==> src/hdl/abws_consts.svh <==
/*
 * constants of the external bus write / locked read sequencer:
 * widths, masks, idle pin values and buffer depth.
 * assumes inclusion by bare name from the package and the sequencer module.
 */
`ifndef ABWS_CONSTS_SVH
`define ABWS_CONSTS_SVH

// --------------------------------------------------------------
// widths
// --------------------------------------------------------------
`define ABWS_ADDR_W 32
`define ABWS_DATA_W 32
`define ABWS_SPACE_W 3
`define ABWS_SIZE_W 2

// --------------------------------------------------------------
// masks and idle values
// --------------------------------------------------------------
`define ABWS_FULL_MASK 32'hffffffff
`define ABWS_REDUCED_MASK 32'h00ffffff
`define ABWS_ACK_NONE 2'h3
`define ABWS_NEGATED 1'h1

// --------------------------------------------------------------
// buffering
// --------------------------------------------------------------
`define ABWS_FIFO_DEPTH 8

`endif

==> src/hdl/abws_pkg.sv <==
/*
 * types of the external bus write / locked read sequencer.
 * assumes the constants header is on the include path.
 */
`include "abws_consts.svh"

package abws_pkg;

    // ----------------------------------------------------------
    // commands
    // ----------------------------------------------------------
    typedef enum logic [1:0]
    {
        ABWS_TAS = 2'h0,
        ABWS_CAS = 2'h1,
        ABWS_DUAL_COMPARE_SWAP_INSTR = 2'h2
    } abws_instr_t;

    typedef struct packed
    {
        logic isRmw;
        abws_instr_t instr;
        logic first;
        logic [`ABWS_SPACE_W-1:0] space;
        logic [`ABWS_SIZE_W-1:0] size;
        logic [`ABWS_ADDR_W-1:0] addr;
        logic [`ABWS_DATA_W-1:0] data;
    } abws_cmd_t;

    // ----------------------------------------------------------
    // sequencer state
    // ----------------------------------------------------------
    typedef enum logic [8:0]
    {
        ABWS_IDLE = 9'h001,
        ABWS_S0 = 9'h002,
        ABWS_S1 = 9'h004,
        ABWS_S2 = 9'h008,
        ABWS_S3 = 9'h010,
        ABWS_WAIT = 9'h020,
        ABWS_S4 = 9'h040,
        ABWS_S5 = 9'h080,
        ABWS_MODIFY = 9'h100
    } abws_state_t;

    typedef struct packed
    {
        abws_state_t st;
        logic isRmw;
        logic isWrite;
        abws_instr_t instr;
        logic first;
        logic ackSeen;
        logic [`ABWS_SPACE_W-1:0] space;
        logic [`ABWS_SIZE_W-1:0] size;
        logic [`ABWS_ADDR_W-1:0] addr;
        logic [`ABWS_DATA_W-1:0] data;
        logic [`ABWS_DATA_W-1:0] rdData;
        logic rnw;
        logic ecsN;
        logic ocsN;
        logic asN;
        logic dsN;
        logic dbenN;
        logic dataOe;
        logic lockedN;
        logic grantN;
    } abws_seq_st_t;

endpackage

==> src/hdl/abws_fifo.sv <==
/*
 * command buffer: valid/ready on both sides, width and depth
 * parameters. assumes one clock and an asynchronous high reset.
 */
`timescale 1ns/10ps

module abws_fifo #(
    parameter int WIDTH = 8,
    parameter int DEPTH = 8
) (
    input wire logic clk,
    input wire logic rst,
    input wire logic inValid,
    output logic inReady,
    input wire logic [WIDTH-1:0] inData,
    output logic outValid,
    input wire logic outReady,
    output logic [WIDTH-1:0] outData
);
    localparam int AW = (DEPTH > 1) ? $clog2(DEPTH) : 1;

    typedef struct packed
    {
        logic [DEPTH-1:0][WIDTH-1:0] mem;
        logic [AW-1:0] wr;
        logic [AW-1:0] rd;
        logic [AW:0] cnt;
    } abws_fifo_st_t;

    abws_fifo_st_t q;
    abws_fifo_st_t d;
    logic push;
    logic pop;

    assign inReady = (q.cnt != (AW+1)'(DEPTH));
    assign outValid = (q.cnt != '0);
    assign outData = q.mem[q.rd];
    assign push = inValid & inReady;
    assign pop = outValid & outReady;

    // --------------------------------------------------------------
    // next state
    // --------------------------------------------------------------
    // pointers wrap explicitly so a depth that is not a power of two works
    always_comb
    begin
        d = q;
        if (push)
        begin
            d.mem[q.wr] = inData;
            d.wr = (q.wr == AW'(DEPTH-1)) ? '0 : q.wr + 1'b1;
        end
        if (pop)
        begin
            d.rd = (q.rd == AW'(DEPTH-1)) ? '0 : q.rd + 1'b1;
        end
        if (push & !pop)
        begin
            d.cnt = q.cnt + 1'b1;
        end
        else if (pop & !push)
        begin
            d.cnt = q.cnt - 1'b1;
        end
    end

    always_ff @(posedge clk or posedge rst)
    begin
        if (rst)
        begin
            q <= '0;
        end
        else
        begin
            q <= d;
        end
    end

endmodule

==> src/hdl/abws_sequencer.sv <==
/*
 * processor-side external bus sequencer: write cycles and the
 * read, modify wait and write of locked read-modify-write cycles.
 * each clk edge is one bus state (half bus clock); ack is sampled
 * synchronously, the bench keeps it stable around sampling edges.
 */
`timescale 1ns/10ps
`include "abws_consts.svh"

module abws_sequencer #(
    parameter bit REDUCED_ADDR = 1'b0,
    parameter int FIFO_DEPTH = `ABWS_FIFO_DEPTH
) (
    input wire logic clk,
    input wire logic rst,
    input wire logic cmdValid,
    output logic cmdReady,
    input wire logic cmdIsRmw,
    input wire abws_pkg::abws_instr_t cmdInstr,
    input wire logic cmdFirst,
    input wire logic [`ABWS_SPACE_W-1:0] cmdSpace,
    input wire logic [`ABWS_SIZE_W-1:0] cmdSize,
    input wire logic [`ABWS_ADDR_W-1:0] cmdAddr,
    input wire logic [`ABWS_DATA_W-1:0] cmdData,
    output logic readValid,
    output logic [`ABWS_DATA_W-1:0] readData,
    input wire logic modifyValid,
    input wire logic modifyWrite,
    input wire logic [`ABWS_DATA_W-1:0] modifyData,
    output logic [`ABWS_ADDR_W-1:0] addrOut,
    output logic [`ABWS_SPACE_W-1:0] spaceCode,
    output logic [`ABWS_SIZE_W-1:0] transferSize,
    output logic readNotWrite,
    output logic externalCycleStartN,
    output logic operandCycleStartN,
    output logic addressStrobeN,
    output logic dataStrobeN,
    output logic bufferEnableN,
    output logic [`ABWS_DATA_W-1:0] dataOut,
    output logic dataOe,
    input wire logic [`ABWS_DATA_W-1:0] dataIn,
    input wire logic [1:0] portAckN,
    output logic lockedCycleN,
    input wire logic busRequestN,
    output logic busGrantN
);
    import abws_pkg::*;

    localparam logic [`ABWS_ADDR_W-1:0] ADDR_MASK =
        REDUCED_ADDR ? `ABWS_REDUCED_MASK : `ABWS_FULL_MASK;

    localparam abws_seq_st_t ST_RST = '{
        st: ABWS_IDLE,
        instr: ABWS_TAS,
        rnw: `ABWS_NEGATED,
        ecsN: `ABWS_NEGATED,
        ocsN: `ABWS_NEGATED,
        asN: `ABWS_NEGATED,
        dsN: `ABWS_NEGATED,
        dbenN: `ABWS_NEGATED,
        lockedN: `ABWS_NEGATED,
        grantN: `ABWS_NEGATED,
        default: '0
    };

    abws_seq_st_t q;
    abws_seq_st_t d;
    abws_cmd_t cmdIn;
    abws_cmd_t cmdHead;
    logic headValid;
    logic popCmd;
    logic ackHit;

    // --------------------------------------------------------------
    // command buffer
    // --------------------------------------------------------------
    assign cmdIn = '{
        isRmw: cmdIsRmw,
        instr: cmdInstr,
        first: cmdFirst,
        space: cmdSpace,
        size: cmdSize,
        addr: cmdAddr,
        data: cmdData
    };

    abws_fifo #(
        .WIDTH($bits(abws_cmd_t)),
        .DEPTH(FIFO_DEPTH)
    ) u_fifo (
        .clk(clk),
        .rst(rst),
        .inValid(cmdValid),
        .inReady(cmdReady),
        .inData(cmdIn),
        .outValid(headValid),
        .outReady(popCmd),
        .outData(cmdHead)
    );

    // either ack line low counts as recognised
    assign ackHit = (portAckN != `ABWS_ACK_NONE);

    // --------------------------------------------------------------
    // sequencing
    // --------------------------------------------------------------
    always_comb
    begin
        d = q;
        popCmd = 1'b0;
        case (q.st)
            ABWS_IDLE:
            begin
                d.isRmw = 1'b0;
                d.isWrite = 1'b0;
                // grant only decided here, so never during a lock
                if (!busRequestN)
                begin
                    d.grantN = 1'b0;
                end
                else
                begin
                    d.grantN = 1'b1;
                    if (q.grantN && headValid)
                    begin
                        popCmd = 1'b1;
                        // atomic commands lock, plain ones write
                        d.isRmw = cmdHead.isRmw;
                        d.isWrite = !cmdHead.isRmw;
                        d.instr = cmdHead.instr;
                        d.first = cmdHead.first | cmdHead.isRmw;
                        d.space = cmdHead.space;
                        d.size = cmdHead.size;
                        d.addr = cmdHead.addr & ADDR_MASK;
                        d.data = cmdHead.data;
                        d.st = ABWS_S0;
                    end
                end
            end
            ABWS_S0:
            begin
                d.st = ABWS_S1;
            end
            ABWS_S1:
            begin
                d.st = ABWS_S2;
            end
            ABWS_S2:
            begin
                d.ackSeen = ackHit;
                d.st = ABWS_S3;
            end
            ABWS_S3:
            begin
                d.st = q.ackSeen ? ABWS_S4 : ABWS_WAIT;
            end
            ABWS_WAIT:
            begin
                if (ackHit)
                begin
                    d.st = ABWS_S4;
                end
            end
            ABWS_S4:
            begin
                if (!q.isWrite)
                begin
                    d.rdData = dataIn;
                end
                d.st = ABWS_S5;
            end
            ABWS_S5:
            begin
                if (q.isRmw && !q.isWrite)
                begin
                    d.st = ABWS_MODIFY;
                end
                else
                begin
                    d.isRmw = 1'b0;
                    d.st = ABWS_IDLE;
                end
            end
            ABWS_MODIFY:
            begin
                if (modifyValid)
                begin
                    // test-and-set always writes back
                    if (modifyWrite || q.instr == ABWS_TAS)
                    begin
                        d.isWrite = 1'b1;
                        d.first = 1'b1;
                        d.data = modifyData;
                        d.st = ABWS_S0;
                    end
                    else
                    begin
                        // skipped write drops the lock and returns straight to idle
                        d.isRmw = 1'b0;
                        d.st = ABWS_IDLE;
                    end
                end
            end
            default:
            begin
                d = ST_RST;
            end
        endcase
        // pins decoded from the next state so they are registered
        d.ecsN = REDUCED_ADDR | (d.st != ABWS_S0);
        d.ocsN = REDUCED_ADDR | (d.st != ABWS_S0) | !d.first;
        d.asN = !(d.st inside {ABWS_S1, ABWS_S2, ABWS_S3, ABWS_WAIT,
            ABWS_S4});
        d.dsN = d.isWrite ?
            !(d.st inside {ABWS_S3, ABWS_WAIT, ABWS_S4}) :
            !(d.st inside {ABWS_S1, ABWS_S2, ABWS_S3, ABWS_WAIT, ABWS_S4});
        d.dbenN = REDUCED_ADDR | (d.isWrite ?
            !(d.st inside {ABWS_S1, ABWS_S2, ABWS_S3, ABWS_WAIT, ABWS_S4,
            ABWS_S5}) :
            !(d.st inside {ABWS_S2, ABWS_S3, ABWS_WAIT, ABWS_S4}));
        d.dataOe = d.isWrite & (d.st inside {ABWS_S2, ABWS_S3, ABWS_WAIT,
            ABWS_S4, ABWS_S5});
        d.rnw = !(d.isWrite & (d.st inside {ABWS_S0, ABWS_S1, ABWS_S2,
            ABWS_S3, ABWS_WAIT, ABWS_S4, ABWS_S5}));
        d.lockedN = !d.isRmw;
    end

    always_ff @(posedge clk or posedge rst)
    begin
        if (rst)
        begin
            q <= ST_RST;
        end
        else
        begin
            q <= d;
        end
    end

    // --------------------------------------------------------------
    // outputs
    // --------------------------------------------------------------
    assign readValid = (q.st == ABWS_MODIFY);
    assign readData = q.rdData;
    assign addrOut = q.addr;
    assign spaceCode = q.space;
    assign transferSize = q.size;
    assign readNotWrite = q.rnw;
    assign externalCycleStartN = q.ecsN;
    assign operandCycleStartN = q.ocsN;
    assign addressStrobeN = q.asN;
    assign dataStrobeN = q.dsN;
    assign bufferEnableN = q.dbenN;
    assign dataOut = q.data;
    assign dataOe = q.dataOe;
    assign lockedCycleN = q.lockedN;
    assign busGrantN = q.grantN;
endmodule

==> config.mk <==
export PLATFORM = sky130hd
export DESIGN_NAME = abws_sequencer
export DESIGN_NICKNAME = d
export VERILOG_FILES = /design/src/hdl/abws_pkg.sv /design/src/hdl/abws_fifo.sv /design/src/hdl/abws_sequencer.sv
export VERILOG_INCLUDE_DIRS = /design/src /design/src/hdl
export SDC_FILE = /design/constraint.sdc
export NUM_CORES = 1
export LEC_CHECK = 0
export ABC_AREA = 1
export BUFFER_PORTS_ARGS = -buffer_cell sky130_fd_sc_hd__buf_4
export CORE_ASPECT_RATIO = 1.25
export CORE_MARGIN = 2
export CORE_UTILIZATION = 25
export CTS_BUF_LIST = sky130_fd_sc_hd__clkbuf_16
export DETAILED_ROUTE_END_ITERATION = 7
export SLEW_MARGIN = 0
export SYNTH_ARGS = -nofsm -noshare
export SYNTH_HDL_FRONTEND = slang
export SYNTH_HIERARCHICAL = 1
export SYNTH_SLANG_ARGS = --single-unit
==> constraint.sdc <==
create_clock -name clk -period 19.1 [get_ports clk]
set_clock_uncertainty 0.15 [all_clocks]
set_input_delay 0 -clock clk [delete_from_list [all_inputs] [get_ports clk]]
set_output_delay 0 -clock clk [all_outputs]
set_load 0.005 [all_outputs]
==> results.yml <==
setup_path:
  criticalPathCategory: "flip-flop to flip-flop"
  critical_path.top_delay_family: "buffers and inverters"
  worstPathCellList: "nor2_2 -> nand3_4 -> buf_12 -> buf_12 -> nand4_1 -> dlygate4sd3_1 -> nand2_1"
  critPathMaxFanout: 225
  critical_path.max_stage_delay_ns: 0.77
  endpoint_kind: "flip-flop"
  crit_arrival_ns: 4.62
  cp_slowest_cell: "buf_12"
  crit_top_cell: "buf_12"
  cp.required_ns: 19.57
  rrSetupSlack_ns: 14.95
  startpoint_type: "flip-flop"
  crit_buf_inv: 3
  r2r_cells: 7
  worst-path-stages: 7
run_status:
  status: "finished clean"
yosys:
  ys_ff_latch: 719
  synthDistinctLibCells: 37
  async_flop_share_pct: 100
  synth_edf_count: 0
  syn_avg_cell_area_um2: 7.54
  yosys_most_used_dff: "dfrtp_1"
  synthesis.nets: 5132
  netlist_area_um2: 37500
  ys_seq_area_share_pct: 48.0
  ys_warn_count: 6
  synth_cells: 4979
clock_tree:
  cts_tree: "done"
  cts.path.max_buffers: 3
  path_clk_slew_ns: 0.06
  worstSkewPairLatency_ns: 0.70
  postCtsSetupBuffers: 0
  h-tree-depth: 3
  clock-root-buffer: "clkbuf_16"
  cts_sinks: 719
  cts_buffers: 79
route:
  dr.pass1.iters: 5
  drcViolationCount: 0
  routed_via_density: 4.89
  drtAntennaViolNets: 0
  routed_wirelength_mm: 134
  via_count: 34400
  routedWlPerCell_um: 19.0
  first_iter_violations: 3702
timing:
  fin_setup_tns_ns: 0
  fin_crit_ns: 4.15
  setup_viol: 0
  post-route-period-util_pct: 21.7
  rsz0062_at_grt: "false"
  slew_viol_final: 0
  holdWs_ns: 0.0354
  slew_headroom_pct: 20.4
  tightest_slew_ns: 1.19
  clock.fmax_mhz: 241
  finalWorstSetupSlack_ns: 14.95
  hold_viol_final: 0
power:
  leakage_nw: 22.1
  ir_drop_mv: 0.113
  p_per_area_nw_per_um2: 163
run:
  maxCapViolCount: 0
floorplan:
  fp-row-count: 159
  die_x_um: 351
  dieArea_um2: 153000
  start_util_pct: 25.1
  num_io_pins: 257
  die_y_um: 437
  coreArea_um2: 150000
final_layout:
  design_area_um2: 43400
  final_util_pct: 29.0
  final_common_cell: "nand2_1"
  final_cell_mix: "2,263 x nand2_1, 707 x dfrtp_1, 618 x nand4_1"
  multi_input_area_um2: 15800
  fillers: 16200
  seq_area_um2: 18000
  finalNetCount: 5097
  final_layout_size_suffix_gt1_share_pct: 9.44
  area_growth_pct: 15.7
grt:
  track_usage_pct: 17.0
  grt.overflow.total: 0
  grt_start_max_net_pins: 226
  grt_antenna_before_repair: 29
  grt_pass1_vias: 32800
  grt_pass1_wl_mm: 205
place:
  dp_hpwl_mm: 72.5
  port_buffers: 256
  pre_cts_ws_ns: 15.14
  placed_cell_area_um2: 39200
  gp_congestion: 0.785
worst_hold_path:
  hold_path_class: "input port to flip-flop"
  hold_depth: 4
==> tightest hold or removal path, stage by stage <==
cell,delay (ns)
dlygate4sd3_1,0.53
buf_4,0.17
nand4_1,0.08
nand2_1,0.05
==> layout make-up <==
| type | instances | share of cell area (%) |
|---|---|---|
| Antenna cell | 8 | 0.0461 |
| Clock buffer | 80 | 4.61 |
| Clock inverter | 65 | 1.53 |
| Inverter | 133 | 1.21 |
| Multi-Input combinational cell | 3552 | 36.4 |
| Sequential cell | 719 | 41.5 |
| Tap cell | 2012 | 5.80 |
| Timing Repair Buffer | 459 | 8.91 |
==> kinds of logic (layout without fill, tap and decap cells) <==
family | Yosys count | count (layout) | synth area share (%)
buffers and inverters | 708 | 737 | 10.3
DFF | 719 | 719 | 48.0
adders and majority gates | 8 | 8 | 0.287
other | 0 | 8 | 0
AOI/OAI and AO/OA | 410 | 410 | 5.52
xor gates and xnor gates | 2 | 2 | 0.0467
and+or+nand+nor | 3132 | 3132 | 35.9
==> stage by stage <==
| step | total power, W | instances |
|---|---|---|
| after detailed placement | 0.00547 | 6723 |
| after floorplan | 0.00463 | 4979 |
| after global placement | 0.00541 | 6723 |
| final | 0.00709 | 7028 |
| after CTS | 0.00712 | 7020 |
| after global routing | 0.00763 | 7027 |
==> metal layers <==
layer | vias to the layer above | part of all wire, % | global-route usage, %
met5 | - | 0.13 | 0
met4 | 26 | 2.4 | 4.98
met3 | 219 | 7.1 | 3.17
met2 | 1261 | 49 | 28.5
met1 | 16800 | 42 | 22.1
li1 | 16100 | - | -
==> power breakdown <==
group	internal [W]	switching, W
Sequential	0.00217	0.000393
Combinational	0.000870	0.00206
Clock	0.000905	0.000689
Total	0.00395	0.00314
==> what timing repair did <==
| action | CTS | global route |
|---|---|---|
| endpoints found under the hold margin | 901 | 0 |
| gates resized for setup | 0 | 0 |
| hold buffers | 152 | 0 |
==> synth_stat cells (15+ instances only) <==
cell type / count / area share (%)
clkbuf_1: 93 / 0.93
o21ai_1: 130 / 1.7
inv_1: 129 / 1.3
buf_6: 56 / 1.7
o21ai_0: 266 / 3.5
nand3_1: 15 / 0.20
buf_2: 278 / 3.7
buf_4: 113 / 2.3
nor2_1: 207 / 2.1
nand2_1: 2263 / 23
buf_1: 32 / 0.32
dfrtp_1: 710 / 47
nand4_1: 618 / 10
==> registers in the layout (all words and copies together), names as in the netlist <==
register and flops:
bufferEnableN 1, readData 32, dataStrobeN 1, readNotWrite 1, operandCycleStartN 1, addrOut 32
addressStrobeN 1, lockedCycleN 1, dataOut 32, spaceCode 3, q 15, busGrantN 1
u_fifo/q 594, transferSize 2, dataOe 1, externalCycleStartN 1
==> path summary, 6_finish.rpt <==
check                                          startpoint                   endpoint
worst max-delay path              u_fifo/q[0]$_DFFE_PP0P_  u_fifo/q[524]$_DFFE_PP0P_
worst min-delay path                          cmdAddr[11]  u_fifo/q[491]$_DFFE_PP0P_
worst max register to register    u_fifo/q[0]$_DFFE_PP0P_  u_fifo/q[524]$_DFFE_PP0P_
worst min register to register  u_fifo/q[338]$_DFFE_PP0P_  u_fifo/q[338]$_DFFE_PP0P_
max in group asynchronous                             rst  u_fifo/q[222]$_DFFE_PP0P_
min in group asynchronous                             rst  u_fifo/q[409]$_DFFE_PP0P_
Note: power is estimated with default switching activity, not from simulation.
